===== src/core/tec_regs.vh =====
`ifndef TEC_REGS_VH
`define TEC_REGS_VH

// Register byte offsets.
`define TEC_ADDR_W        8
`define TEC_REG_CTRL      8'h00
`define TEC_REG_FRAMES    8'h04
`define TEC_REG_EXPOSE    8'h08
`define TEC_REG_CMD       8'h0c
`define TEC_REG_STATUS    8'h10

// Control register fields.
`define TEC_CTRL_SRC_LO   0
`define TEC_CTRL_SRC_HI   1
`define TEC_CTRL_EDGE     2
`define TEC_CTRL_RATE     3
`define TEC_CTRL_BIN_LO   4
`define TEC_CTRL_BIN_HI   5
`define TEC_CTRL_RST      6'h00

// Trigger source encodings.
`define TEC_SRC_NONE      2'h0
`define TEC_SRC_STD       2'h1
`define TEC_SRC_LEVEL     2'h2

// Command register bits.
`define TEC_CMD_START     0
`define TEC_CMD_STOP      1

// Frame count and exposure time widths and reset values.
`define TEC_FRM_W         16
`define TEC_FRM_RST       16'h0001
`define TEC_EXP_W         24
`define TEC_EXP_RST       24'h0003e8

// Status register fields.
`define TEC_ST_STATE_LO   0
`define TEC_ST_STATE_HI   1
`define TEC_ST_ARMED      2
`define TEC_ST_RO_BUSY    3
`define TEC_ST_RO_PEND    4
`define TEC_ST_STROBE     5
`define TEC_ST_MODE_LO    6
`define TEC_ST_MODE_HI    7
`define TEC_ST_DONE_LO    16
`define TEC_ST_DONE_HI    31

// Exposure timing: one exposure unit is one microsecond.
`define TEC_UNIT_NS       1000
`define TEC_CLK_NS        8
`define TEC_SYNC_STAGES   3

`endif


===== src/core/tec_sync.v =====
`timescale 1ns/1ps
`include "tec_regs.vh"

module tec_sync (
	// Clock and reset.
	input  wire sys_clk_i,
	input  wire reset_i,
	// Asynchronous level in, synchronised level out.
	input  wire async_i,
	output wire sync_o
);
	reg [`TEC_SYNC_STAGES-1:0] stage_r;

	// The first stage feeds only the second, so metastability settles before use.
	always @(posedge sys_clk_i or posedge reset_i) begin
		if (reset_i) begin
			stage_r[0] <= 1'b0;
		end else begin
			stage_r[0] <= async_i;
		end
	end

	genvar g;
	generate
		for (g = 1; g < `TEC_SYNC_STAGES; g = g + 1) begin : g_stage
			always @(posedge sys_clk_i or posedge reset_i) begin
				if (reset_i) begin
					stage_r[g] <= 1'b0;
				end else begin
					stage_r[g] <= stage_r[g-1];
				end
			end
		end
	endgenerate

	assign sync_o = stage_r[`TEC_SYNC_STAGES-1];
endmodule // tec_sync


===== src/core/tec_timer.v =====
`timescale 1ns/1ps
`include "tec_regs.vh"

module tec_timer (
	// Clock and reset.
	input  wire                  sys_clk_i,
	input  wire                  reset_i,
	// Control.
	input  wire                  start_i,
	input  wire                  clear_i,
	input  wire [`TEC_EXP_W-1:0] length_i,
	// Expiry pulse.
	output reg                   done_o
);
	localparam integer UNIT_CYC = `TEC_UNIT_NS / `TEC_CLK_NS;
	localparam integer PRE_LAST = UNIT_CYC - 1;

	reg                  run_r;
	reg [7:0]            pre_r;
	reg [`TEC_EXP_W-1:0] cnt_r;

	// Prescale to whole units, then count units; a zero length ends after one unit.
	always @(posedge sys_clk_i or posedge reset_i) begin
		if (reset_i) begin
			run_r  <= 1'b0;
			pre_r  <= 8'h00;
			cnt_r  <= {`TEC_EXP_W{1'b0}};
			done_o <= 1'b0;
		end else begin
			done_o <= 1'b0;
			if (clear_i) begin
				run_r <= 1'b0;
			end else if (start_i) begin
				run_r <= 1'b1;
				pre_r <= 8'h00;
				cnt_r <= {`TEC_EXP_W{1'b0}};
			end else if (run_r) begin
				if (pre_r == PRE_LAST[7:0]) begin
					pre_r <= 8'h00;
					if (cnt_r + 1'b1 >= length_i) begin
						run_r  <= 1'b0;
						done_o <= 1'b1;
					end else begin
						cnt_r <= cnt_r + 1'b1;
					end
				end else begin
					pre_r <= pre_r + 8'h01;
				end
			end
		end
	end
endmodule // tec_timer


===== src/core/tec_top.v =====
// Function
// - Asynchronous mode: trigger edge starts one preset-length exposure, then readout.
// - Asynchronous and bulb modes ignore the trigger while a frame reads out.
// - Asynchronous mode stays armed and returns to the wait state after readout for a fresh trigger edge.
// - Bulb mode exposes while the trigger is active; the source sets duration.
// - Strobe output is high for exactly the duration of each exposure.
// - Source none: capture command takes the configured frame count, no trigger.
// - Source standard with count zero or above one selects streaming overlap.
// - Source standard with count one selects asynchronous triggered mode.
// - Level-timed source selects bulb mode, duration from trigger pulse width.
// - Edge select picks rising or falling trigger activation.
// - Trigger behaviour ignores readout rate and binning.
`timescale 1ns/1ps
`include "tec_regs.vh"

module tec_top (
	// Clock and reset.
	input  wire                    sys_clk_i,
	input  wire                    reset_i,
	// Register port.
	input  wire [`TEC_ADDR_W-1:0]  addr_i,
	input  wire [31:0]             wr_data_i,
	input  wire                    wr_i,
	input  wire                    rd_i,
	output reg  [31:0]             rd_data_o,
	// External trigger and exposure strobe.
	input  wire                    trigger_i,
	output reg                     strobe_o,
	// Readout engine handshake and settings.
	output reg                     readout_req_o,
	input  wire                    readout_done_i,
	output reg                     readout_rate_o,
	output reg  [1:0]              binning_o
);
	// Acquisition states.
	localparam [1:0] ST_IDLE   = 2'h0;
	localparam [1:0] ST_WAIT   = 2'h1;
	localparam [1:0] ST_EXPOSE = 2'h2;
	localparam [1:0] ST_DRAIN  = 2'h3;

	// Operating modes.
	localparam [1:0] MD_SW     = 2'h0;
	localparam [1:0] MD_STREAM = 2'h1;
	localparam [1:0] MD_ASYNC  = 2'h2;
	localparam [1:0] MD_BULB   = 2'h3;

	// Mode from trigger source and frame count; readout settings play no part.
	// The unused source code falls to software mode rather than to an undefined state.
	function [1:0] tec_mode;
		input [1:0]            src;
		input [`TEC_FRM_W-1:0] frames;
		begin
			if (src == `TEC_SRC_STD) begin
				if (frames == `TEC_FRM_RST) begin
					tec_mode = MD_ASYNC;
				end else begin
					tec_mode = MD_STREAM;
				end
			end else if (src == `TEC_SRC_LEVEL) begin
				tec_mode = MD_BULB;
			end else begin
				tec_mode = MD_SW;
			end
		end
	endfunction

	// Configuration registers.
	reg [1:0]            trigger_source_select_r;
	reg                  trigger_edge_select_r;
	reg [`TEC_FRM_W-1:0] frames_r;
	reg [`TEC_EXP_W-1:0] expose_r;

	// Sequencer state and next values.
	reg [1:0]            state_r;
	reg [1:0]            state_nxt;
	reg                  armed_r;
	reg                  armed_nxt;
	reg                  ro_busy_r;
	reg                  ro_busy_nxt;
	reg                  ro_pend_r;
	reg                  ro_pend_nxt;
	reg                  ro_req_nxt;
	reg [`TEC_FRM_W-1:0] done_cnt_r;
	reg [`TEC_FRM_W-1:0] done_cnt_nxt;
	reg                  act_d_r;
	reg                  tmr_go;
	reg                  finish;
	reg                  limit_hit;

	wire                 trig_s;
	wire                 tmr_done;
	wire                 trig_act;
	wire                 start_edge;
	wire [1:0]           mode;
	wire                 cmd_wr;
	wire                 cmd_start;
	wire                 cmd_stop;
	wire                 tmr_clr;
	wire [31:0]          status_w;

	tec_sync u_sync (
		.sys_clk_i (sys_clk_i),
		.reset_i   (reset_i),
		.async_i   (trigger_i),
		.sync_o    (trig_s)
	);

	tec_timer u_timer (
		.sys_clk_i (sys_clk_i),
		.reset_i   (reset_i),
		.start_i   (tmr_go),
		.clear_i   (tmr_clr),
		.length_i  (expose_r),
		.done_o    (tmr_done)
	);

	// Polarity folds into one active-high level; edges seen only after sync.
	assign trig_act   = trigger_edge_select_r ? trig_s : ~trig_s;
	assign start_edge = trig_act & ~act_d_r;
	assign mode       = tec_mode(trigger_source_select_r, frames_r);
	assign cmd_wr     = wr_i && (addr_i == `TEC_REG_CMD);
	assign cmd_start  = cmd_wr && wr_data_i[`TEC_CMD_START];
	assign cmd_stop   = cmd_wr && wr_data_i[`TEC_CMD_STOP];
	// Stopping the timer as exposing ends keeps a late expiry from cutting the next exposure short.
	assign tmr_clr    = (state_r == ST_EXPOSE) && (state_nxt != ST_EXPOSE);

	// Sequencer next-state logic.
	always @* begin
		state_nxt    = state_r;
		armed_nxt    = armed_r;
		ro_busy_nxt  = ro_busy_r;
		ro_pend_nxt  = ro_pend_r;
		ro_req_nxt   = 1'b0;
		done_cnt_nxt = done_cnt_r;
		tmr_go       = 1'b0;
		finish       = 1'b0;
		limit_hit    = 1'b0;

		// A finished readout frees the engine; a new request below wins over it.
		if (readout_done_i) begin
			ro_busy_nxt = 1'b0;
		end
		if (cmd_stop) begin
			armed_nxt = 1'b0;
		end

		case (state_r)
			ST_IDLE: begin
				if (cmd_start) begin
					armed_nxt    = 1'b1;
					done_cnt_nxt = {`TEC_FRM_W{1'b0}};
					if (mode == MD_SW) begin
						state_nxt = ST_EXPOSE;
						tmr_go    = 1'b1;
					end else begin
						state_nxt = ST_WAIT;
					end
				end
			end
			ST_WAIT: begin
				// STOP wins over a trigger edge that arrives in the same cycle.
				if (cmd_stop) begin
					state_nxt = ST_IDLE;
				end else if (mode == MD_SW) begin
					state_nxt = ST_EXPOSE;
					tmr_go    = 1'b1;
				end else if (start_edge && !ro_pend_r) begin
					// Streaming may start here while the engine is still reading.
					state_nxt = ST_EXPOSE;
					tmr_go    = 1'b1;
				end
			end
			ST_EXPOSE: begin
				if (mode == MD_BULB) begin
					finish = ~trig_act | cmd_stop;
				end else begin
					finish = tmr_done | cmd_stop;
				end
				if (finish) begin
					done_cnt_nxt = done_cnt_r + 1'b1;
					ro_pend_nxt  = 1'b1;
					limit_hit    = ((mode == MD_SW) || (mode == MD_STREAM)) &&
					               (frames_r != {`TEC_FRM_W{1'b0}}) &&
					               (done_cnt_nxt == frames_r);
					if (limit_hit) begin
						armed_nxt = 1'b0;
					end
					if (mode == MD_STREAM && !limit_hit && !cmd_stop) begin
						state_nxt = ST_WAIT;
					end else begin
						state_nxt = ST_DRAIN;
					end
				end
			end
			default: begin
				// Trigger edges are not looked at until the readout is over.
				// Software mode chains its next frame from here without any trigger.
				if (!ro_pend_r && !ro_busy_r) begin
					if (!armed_r || cmd_stop) begin
						state_nxt = ST_IDLE;
					end else if (mode == MD_SW) begin
						state_nxt = ST_EXPOSE;
						tmr_go    = 1'b1;
					end else begin
						state_nxt = ST_WAIT;
					end
				end
			end
		endcase

		// Hand a captured frame to the engine as soon as it is free.
		// A frame finished in this same cycle stays pending; clearing it here would lose it.
		if (ro_pend_r && (!ro_busy_r || readout_done_i)) begin
			ro_pend_nxt = finish;
			ro_busy_nxt = 1'b1;
			ro_req_nxt  = 1'b1;
		end
	end

	// Sequencer registers; strobe follows the exposing state directly.
	// The edge detector resets to the active level, so a trigger held active through reset starts nothing.
	always @(posedge sys_clk_i or posedge reset_i) begin
		if (reset_i) begin
			state_r       <= ST_IDLE;
			armed_r       <= 1'b0;
			ro_busy_r     <= 1'b0;
			ro_pend_r     <= 1'b0;
			done_cnt_r    <= {`TEC_FRM_W{1'b0}};
			act_d_r       <= 1'b1;
			strobe_o      <= 1'b0;
			readout_req_o <= 1'b0;
		end else begin
			state_r       <= state_nxt;
			armed_r       <= armed_nxt;
			ro_busy_r     <= ro_busy_nxt;
			ro_pend_r     <= ro_pend_nxt;
			done_cnt_r    <= done_cnt_nxt;
			act_d_r       <= trig_act;
			strobe_o      <= (state_nxt == ST_EXPOSE);
			readout_req_o <= ro_req_nxt;
		end
	end

	// Configuration writes; readout rate and binning only pass through.
	// New settings act at once, even mid-exposure, so software should stop a capture first.
	always @(posedge sys_clk_i or posedge reset_i) begin
		if (reset_i) begin
			// Source none at reset, so nothing moves until software asks.
			trigger_source_select_r <= `TEC_SRC_NONE;
			trigger_edge_select_r   <= 1'b0;
			readout_rate_o          <= 1'b0;
			binning_o               <= 2'h0;
			frames_r                <= `TEC_FRM_RST;
			expose_r                <= `TEC_EXP_RST;
		end else if (wr_i) begin
			if (addr_i == `TEC_REG_CTRL) begin
				trigger_source_select_r <= wr_data_i[`TEC_CTRL_SRC_HI:`TEC_CTRL_SRC_LO];
				trigger_edge_select_r   <= wr_data_i[`TEC_CTRL_EDGE];
				readout_rate_o          <= wr_data_i[`TEC_CTRL_RATE];
				binning_o               <= wr_data_i[`TEC_CTRL_BIN_HI:`TEC_CTRL_BIN_LO];
			end
			if (addr_i == `TEC_REG_FRAMES) begin
				frames_r <= wr_data_i[`TEC_FRM_W-1:0];
			end
			if (addr_i == `TEC_REG_EXPOSE) begin
				expose_r <= wr_data_i[`TEC_EXP_W-1:0];
			end
		end
	end

	// Status word gathers live sequencer state.
	// Reading it has no side effect, so software may poll it as often as it likes.
	assign status_w = {done_cnt_r, 8'h00, mode, strobe_o, ro_pend_r,
	                   ro_busy_r, armed_r, state_r};

	// Read data stand for exactly one cycle; unmapped and command read zero.
	always @(posedge sys_clk_i or posedge reset_i) begin
		if (reset_i) begin
			rd_data_o <= 32'h00000000;
		end else if (rd_i) begin
			case (addr_i)
				`TEC_REG_CTRL: begin
					rd_data_o <= {26'h0000000, binning_o, readout_rate_o,
					              trigger_edge_select_r, trigger_source_select_r};
				end
				`TEC_REG_FRAMES: begin
					rd_data_o <= {16'h0000, frames_r};
				end
				`TEC_REG_EXPOSE: begin
					rd_data_o <= {8'h00, expose_r};
				end
				`TEC_REG_STATUS: begin
					rd_data_o <= status_w;
				end
				default: begin
					rd_data_o <= 32'h00000000;
				end
			endcase
		end else begin
			rd_data_o <= 32'h00000000;
		end
	end
endmodule // tec_top


===== config.mk =====
export PLATFORM = sky130hd
export DESIGN_NAME = tec_top
export DESIGN_NICKNAME = d
export VERILOG_FILES = /design/src/core/tec_sync.v /design/src/core/tec_timer.v /design/src/core/tec_top.v
export VERILOG_INCLUDE_DIRS = /design/src /design/src/core
export SDC_FILE = /design/constraint.sdc
export NUM_CORES = 1
export LEC_CHECK = 0
export BUFFER_PORTS_ARGS = -buffer_cell sky130_fd_sc_hd__buf_2
export CAP_MARGIN = 20
export CELL_PAD_IN_SITES_DETAIL_PLACEMENT = 2
export CELL_PAD_IN_SITES_GLOBAL_PLACEMENT = 2
export CORE_AREA = 2 2 170 122
export CTS_BUF_LIST = sky130_fd_sc_hd__clkbuf_4
export DETAILED_ROUTE_END_ITERATION = 8
export DIE_AREA = 0 0 172 124
export PLACE_DENSITY_LB_ADDON = 0.05
export SETUP_SLACK_MARGIN = 0.5
export SLEW_MARGIN = 20
export SYNTH_ARGS = -nofsm -noshare
export SYNTH_HDL_FRONTEND = slang
export SYNTH_HIERARCHICAL = 1
export SYNTH_SLANG_ARGS = --single-unit

===== constraint.sdc =====
create_clock -name sys_clk_i -period 4 [get_ports sys_clk_i]
set_input_delay 0.8 -clock sys_clk_i [delete_from_list [all_inputs] [get_ports sys_clk_i]]
set_output_delay 0.8 -clock sys_clk_i [all_outputs]
set_load 0.1 [all_outputs]

==> flow_summary_export.csv, run 1 <==
group,metric,value,unit
sta,grt_setup_unrepaired,"true",
power_and_ir_drop,leakagePower,4.41,nW
route,drt_first_pass_iters,5,
route,vias_per_cell,5.63,
global_routing,global_route.usage.total,25.5,%
logic_synthesis,postSynthRegisterBits,139,
die,floorplan.rows,43,
critical_path,crit_required,4.50,ns
clock_tree,clock_path_buffers,2,
layout,finish.net_count,948,
critical_path,crit_path_start_kind,"register",
sta,fmax,274,MHz
clock_tree,cts_hold_buffers,0,
sta,layout_worst_path_cycle_share,91.3,%
clock_tree,clkSinkCount,139,
logic_synthesis,synthesis.nets,820,
logic_synthesis,yosysWarnings,6,
status,outcome,"finished clean",
logic_synthesis,syn_area,7610,um2
die,die_area,21300,um2
power_and_ir_drop,p_per_area,374,nW/um2
logic_synthesis,synthDistinctLibCells,66,
critical_path,setup.worst_path.class,"reg -> reg",
logic_synthesis,synth-edff-count,0,
critical_path,crit_slowest_cell,"nor4_1",
logic_synthesis,synth-main-ff-cell,"dfrtp_1",
layout,layout.cells.most_common_list,"128 x dfrtp_1, 74 x buf_2, 68 x nand2_1",
sta,timing.setup.tns,0,ns
global_routing,first_global_vias,7007,
sta,final_critical_path_setup_slack,0.348,ns
sta,clock_skew,0.0271,ns
sta,setup_viol,0,
logic_synthesis,yosys.area.top_type_share,43.1,%
place,dpl.hpwl,18.8,mm
clock_tree,clock_buffer_count_from_cts,17,
sta,final.min_clock_period,3.65,ns
flow_run,cap_violations,0,
global_routing,grt_max_degree,60,
sta,transition_time_at_the_pin_with_the_least_slew_margin,0.827,ns
route,detailroute.via_count,6522,
clock_tree,clk-insertion-delay-late,0.59,ns
layout,areaGrowthSynthToFinish,22.1,%
die,die_w,172,um
critical_path,cp_num_buf_inv,5,
clock_tree,cts_tree,"built",
critical_path,timing.critical_path.max_delay_family,"simple AND/OR/NAND/NOR gates",
sta,slew_headroom,44.8,%
critical_path,cp-end-kind,"register",
logic_synthesis,postSynthAreaPerCell,10.2,um2
logic_synthesis,synth-async-reset-ratio,100,%
sta,finalMaxSlewViolations,0,
clock_tree,worst_setup_hold_path_clk_slew,0.14,ns
critical_path,cp_cell_sequence,"buf_6 > nand2_4 > nor3_2 > buf_4 > buf_12 > nand4_1 > nor2_1 > xor2_1 > ha_1 > nand4_1 > buf_4 > nor2_1 > nand2_2 > nand3b_1 > buf_4 > nor4_1 > mux2i_1",
critical_path,critPathMostFrequentCell,"buf_4",
global_routing,antenna_violations_before_repair,1,
place,placement.io_buffers,74,
power_and_ir_drop,power.ir.vdd_worst,0.176,mV
global_routing,first_pass_grt_wire_length,40.5,mm
critical_path,timing.critical_path.slowest_cell_delay,0.44,ns
place,place_worst_setup_slack,0.187,ns
critical_path,critical_path_peak_fanout,6,
layout,layout_commonest_cell,"dfrtp_1",
die,ios,83,
global_routing,global_route.overflow_total,0,
die,dieHeight,124,um
place,post-place-cells,1093,
critical_path,timing.critical_path.arrival,4.15,ns
logic_synthesis,synth_sequential_area_ratio,45.9,%
route,route.detailed.drc,0,
critical_path,critical_path_cell_count,17,
worst_hold_path,worst_hold_path_type,"in -> async",
clock_tree,htree_levels,4,
critical_path,r2r_setup_slack,0.35,ns
clock_tree,ctsRootBufferMaster,"clkbuf_4",
route,route.antenna.remaining_nets,0,
die,placeableCoreArea,19600,um2
route,routed_wire_length_per_instance,23.5,um
place,gp_congestion,0.891,
power_and_ir_drop,power.total,3.48,mW
logic_synthesis,yosys-top-cells-area,"dfrtp_1 43%, mux2_2 8.0%, ha_1 4.6%, nand2_1 3.5%, o21ai_0 2.8%",
logic_synthesis,synthesis.instances,746,
layout,final-instance-count-excl-fill,1158,
critical_path,ff2ff_path_depth,17,
route,first_iter_violations,362,
route,route.final.wire_length,27.2,mm
logic_synthesis,yosys.area.top_type,"dfrtp_1",
layout,layout.core_utilization,47.4,%
sta,hold_violations,0,
layout,final_layout_size_suffix_gt1_share,32.7,%
layout,filler_cell_count,2109,
die,floorplan.initialDensity,38.8,%
## cells in the mapped netlist, drive strengths merged, types with 3 or more instances
cell,n
or3,4
and4,5
a21oi,13
nand2,73
inv,38
nand3b,4
xnor2,23
o21ai,44
nor2,48
nor2b,17
nand3,23
nor4b,5
a222oi,7
a31oi,3
a22oi,17
dfrtp,131
dfstp,8
a22o,13
o311ai,4
o31ai,12
mux2i,10
nor4,13
and2,4
buf,15
nand2b,9
ha,28
and3,16
o31a,3
clkbuf,18
xor2,21
or2,10
nor3,15
nand4,15
mux2,54
## cells by family after synthesis
| group | synth area share (%) |
|---|---|
| buffers and inverters | 3.93 |
| XOR/XNOR | 5.07 |
| adder cells (fa/ha/maj) | 4.61 |
| flip-flops | 45.9 |
| AND/OR/NAND/NOR | 19.0 |
| AO/OA/AOI/OAI | 12.2 |
| multiplexers | 9.31 |
## power by group
part | internal [mW] | switching [mW] | total [mW] | leakage, nW
combinational | 0.329 | 0.454 | 0.783 | 2.38
sequential | 1.49 | 0.118 | 1.61 | 1.87
clock | 0.505 | 0.580 | 1.09 | 0.167
## path summary, 6_finish.rpt
path                                   start           endpoint
max                         u_timer/cnt_r[1]  u_timer/cnt_r[17]
min                                  reset_i  u_sync/stage_r[0]
max reg2reg                 u_timer/cnt_r[1]  u_timer/cnt_r[17]
min reg2reg                u_sync/stage_r[1]      u_sync/sync_o
max in group asynchronous            reset_i        expose_r[8]
min in group sys_clk_i             trigger_i  u_sync/stage_r[0]
## final cells by class
class	count	area, um2	area share, %
Antenna cell	1	2.50	0.0270
Clock buffer	18	135	1.46
Clock inverter	14	195	2.10
Inverter	38	145	1.56
Multi-Input combinational cell	536	4000	43.1
Sequential cell	139	3490	37.6
Tap cell	270	338	3.64
Timing Repair Buffer	142	975	10.5
## per-stage QoR
step	area (um2)	hold WS, ns
6_report	9280	0.0868
5_1_grt	9280	0.0536
4_1_cts	8990	0.0704
3_5_place_dp	8470	0.336
3_3_place_gp	8470	0.341
2_1_floorplan	7610	0.331
## state kept, by name, indices dropped and copies added, names as in the netlist, 2 cells and up
| name | count |
|---|---|
| rd_data_o | 32 |
| frames_r | 16 |
| done_cnt_r | 16 |
| state_r | 2 |
| expose_r | 24 |
| u_timer/cnt_r | 24 |
| binning_o | 2 |
| u_timer/pre_r | 8 |
| trigger_source_select_r | 2 |
| u_sync/stage_r | 2 |
## routing by layer
layer	global-route usage, %	vias to the layer above	wire length, um
met2	41.9	153	13100
met5	0	-	0
met1	35.6	3413	12700
met3	4.61	20	1120
li1	-	2936	-
met4	5.04	0	234
## timing repair
item | 4_1_cts | 5_1_grt
endpoints found under the setup margin | 26 | 26
cloned | 0 | 1
setup buffers | 13 | 18
pin swaps | 11 | 27
resized for setup | 19 | 32
(Power assumes the default switching activity.)
==> run 2: changes to the inputs <==
==> constraint.sdc (replaced) <==
create_clock -name sys_clk_i -period 4 [get_ports sys_clk_i]
set_input_delay 0.4 -clock sys_clk_i [delete_from_list [all_inputs] [get_ports sys_clk_i]]
set_output_delay 0.4 -clock sys_clk_i [all_outputs]
set_load 0.1 [all_outputs]
==> flow_summary_export.csv, run 2 (same netlist as run 1, synthesis figures left out) <==
group,metric,value,unit
status,outcome,"finished clean",
layout,largest-register,"rd_data_o",
clock_tree,clock_path_buffers,2,
worst_hold_path,whs_path_depth,2,
critical_path,crit_path_start_kind,"register",
route,routed_wire_length_per_instance,22.6,um
critical_path,timing.critical_path.arrival,4.06,ns
global_routing,global_route.overflow_total,0,
critical_path,setup.worst_path.class,"reg -> reg",
sta,fmax,281,MHz
layout,finish.net_count,937,
clock_tree,ctsRootBufferMaster,"clkbuf_4",
sta,hold_violations,0,
clock_tree,htree_levels,4,
sta,clock_skew,0.0208,ns
route,route.antenna.remaining_nets,0,
route,drt_first_pass_iters,4,
layout,flip_flop_count_of_the_largest_register_all_copies_and_words_added,32,
route,first_iter_violations,394,
clock_tree,clk-insertion-delay-late,0.56,ns
worst_hold_path,worst_hold_path_type,"in -> reg",
die,placeableCoreArea,19600,um2
clock_tree,worst_setup_hold_path_clk_slew,0.12,ns
route,route.detailed.drc,0,
critical_path,cp-end-kind,"register",
power_and_ir_drop,pwr-share-seq,49.8,%
die,dieHeight,124,um
power_and_ir_drop,net-switching-power,1.09,mW
sta,slew_headroom,47.4,%
layout,layout.cells.most_common_list,"127 x dfrtp_1, 74 x buf_2, 69 x nand2_1",
critical_path,ff2ff_path_depth,15,
layout,multi_input_gate_area_in_the_final_layout,3950,um2
die,floorplan.rows,43,
sta,setup_viol,0,
layout,layout.core_utilization,46.2,%
global_routing,antenna_violations_before_repair,1,
layout,areaGrowthSynthToFinish,19.0,%
sta,timing.setup.tns,0,ns
clock_tree,clkSinkCount,139,
route,detailroute.via_count,6418,
critical_path,critical_path_peak_fanout,5,
global_routing,first_global_vias,6956,
power_and_ir_drop,switching_share,33.8,%
power_and_ir_drop,leakagePower,4.29,nW
power_and_ir_drop,comb_power_share,24.2,%
sta,transition_time_at_the_pin_with_the_least_slew_margin,0.789,ns
global_routing,grt_max_degree,48,
route,route.final.wire_length,25.9,mm
global_routing,global_route.usage.total,25.4,%
power_and_ir_drop,p_per_area,356,nW/um2
layout,top_regs,"rd_data_o: 32 flops, expose_r: 24 flops, u_timer/cnt_r: 24 flops",
power_and_ir_drop,power.ir.vdd_worst,0.227,mV
route,vias_per_cell,5.60,
die,floorplan.initialDensity,38.8,%
layout,filler_cell_count,2123,
place,gp_congestion,0.873,
place,placement.io_buffers,74,
die,die_w,172,um
sta,grt_setup_unrepaired,"true",
sta,final.min_clock_period,3.56,ns
layout,layout_commonest_cell,"dfrtp_1",
layout,sequential_standard_cell_area,3490,um2
clock_tree,clock_buffer_count_from_cts,17,
die,die_area,21300,um2
place,dpl.hpwl,18.8,mm
critical_path,crit_required,4.49,ns
layout,final_layout_size_suffix_gt1_share,30.9,%
power_and_ir_drop,cellInternalPower,2.14,mW
clock_tree,cts_tree,"built",
sta,finalMaxSlewViolations,0,
flow_run,cap_violations,0,
sta,layout_worst_path_cycle_share,89.1,%
die,ios,83,
power_and_ir_drop,power_frac_clock,26.0,%
global_routing,first_pass_grt_wire_length,40.3,mm
==> run 2: changes by cell type in the layout (fill, tap and decap cells not counted), sizes merged, moves of 2 or more <==
cell         before  now
dlygate4sd3       0    2
clkinv            5    8
clkinvlp          3    5
inv              40   38
bufinv            4    1
buf             141  129
==> run 2: final cells by class <==
| class | count | share of cell area (%) |
|---|---|---|
| Clock inverter | 14 | 1.18 |
| Tap cell | 270 | 3.73 |
| Sequential cell | 139 | 38.6 |
| Multi-Input combinational cell | 536 | 43.6 |
| Clock buffer | 18 | 1.49 |
| Inverter | 38 | 1.60 |
| Timing Repair Buffer | 131 | 9.76 |
| Antenna cell | 1 | 0.0276 |
==> run 2: stage by stage <==
stage	worst slack (ns)	area [um2]	std cells	hold slack [ns]	power [mW]
floorplan	0.732	7610	746	0.154	2.02
global placement	0.300	8440	1090	0.301	2.25
detailed placement	0.191	8440	1090	0.315	2.29
CTS	0.436	8960	1139	0.0564	3.24
global route	0.297	9050	1147	0.0509	3.41
finish	0.435	9050	1147	0.0940	3.23
==> run 2: repair_timing <==
action                                  CTS  global route
endpoints found under the hold margin    45             0
hold buffers                              2             0
endpoints found under the setup margin   26            26
buffers inserted                         14             7
pin swaps                                23            11
resized for setup                        29            10
gates cloned                              1             0
==> run 2: power groups by stage <==
stage | combinational (mW) | clock, mW | sequential (mW)
after floorplan | 0.392 | 0 | 1.63
after detailed placement | 0.663 | 0 | 1.63
final | 0.780 | 0.840 | 1.61
after global placement | 0.629 | 0 | 1.62
after CTS | 0.766 | 0.870 | 1.60
after global routing | 0.856 | 0.932 | 1.62
==> run 2: worst max-delay path: stages (launching register included) <==
cell,delay [ns]
dfrtp_1,0.45
and3_4,0.23
and3_4,0.23
and4_4,0.26
nand4_1,0.12
xnor2_1,0.19
ha_1,0.34
nand4_1,0.21
nor4_4,0.35
nand4_1,0.16
buf_6,0.16
o211ai_4,0.26
o21a_4,0.20
buf_6,0.11
buf_12,0.10
a22o_1,0.14
==> run 2: final timing paths <==
kind                       slack [ns]           endpoint              start
max                              0.44  u_timer/cnt_r[23]   u_timer/cnt_r[7]
min                              0.09       expose_r[17]      wr_data_i[17]
max reg2reg                      0.44  u_timer/cnt_r[23]   u_timer/cnt_r[7]
min reg2reg                      0.37  u_sync/stage_r[1]  u_sync/stage_r[0]
max in group asynchronous        2.59        expose_r[9]            reset_i
min in group asynchronous        0.26      u_sync/sync_o            reset_i
==> run 2: metal layers <==
layer	GRT usage (%)	share of wire (%)	up-vias
met5	0	0	-
met4	6.41	1.1	0
met3	3.65	3.4	21
met2	41.1	47	136
li1	-	-	2908
met1	36.0	48	3353
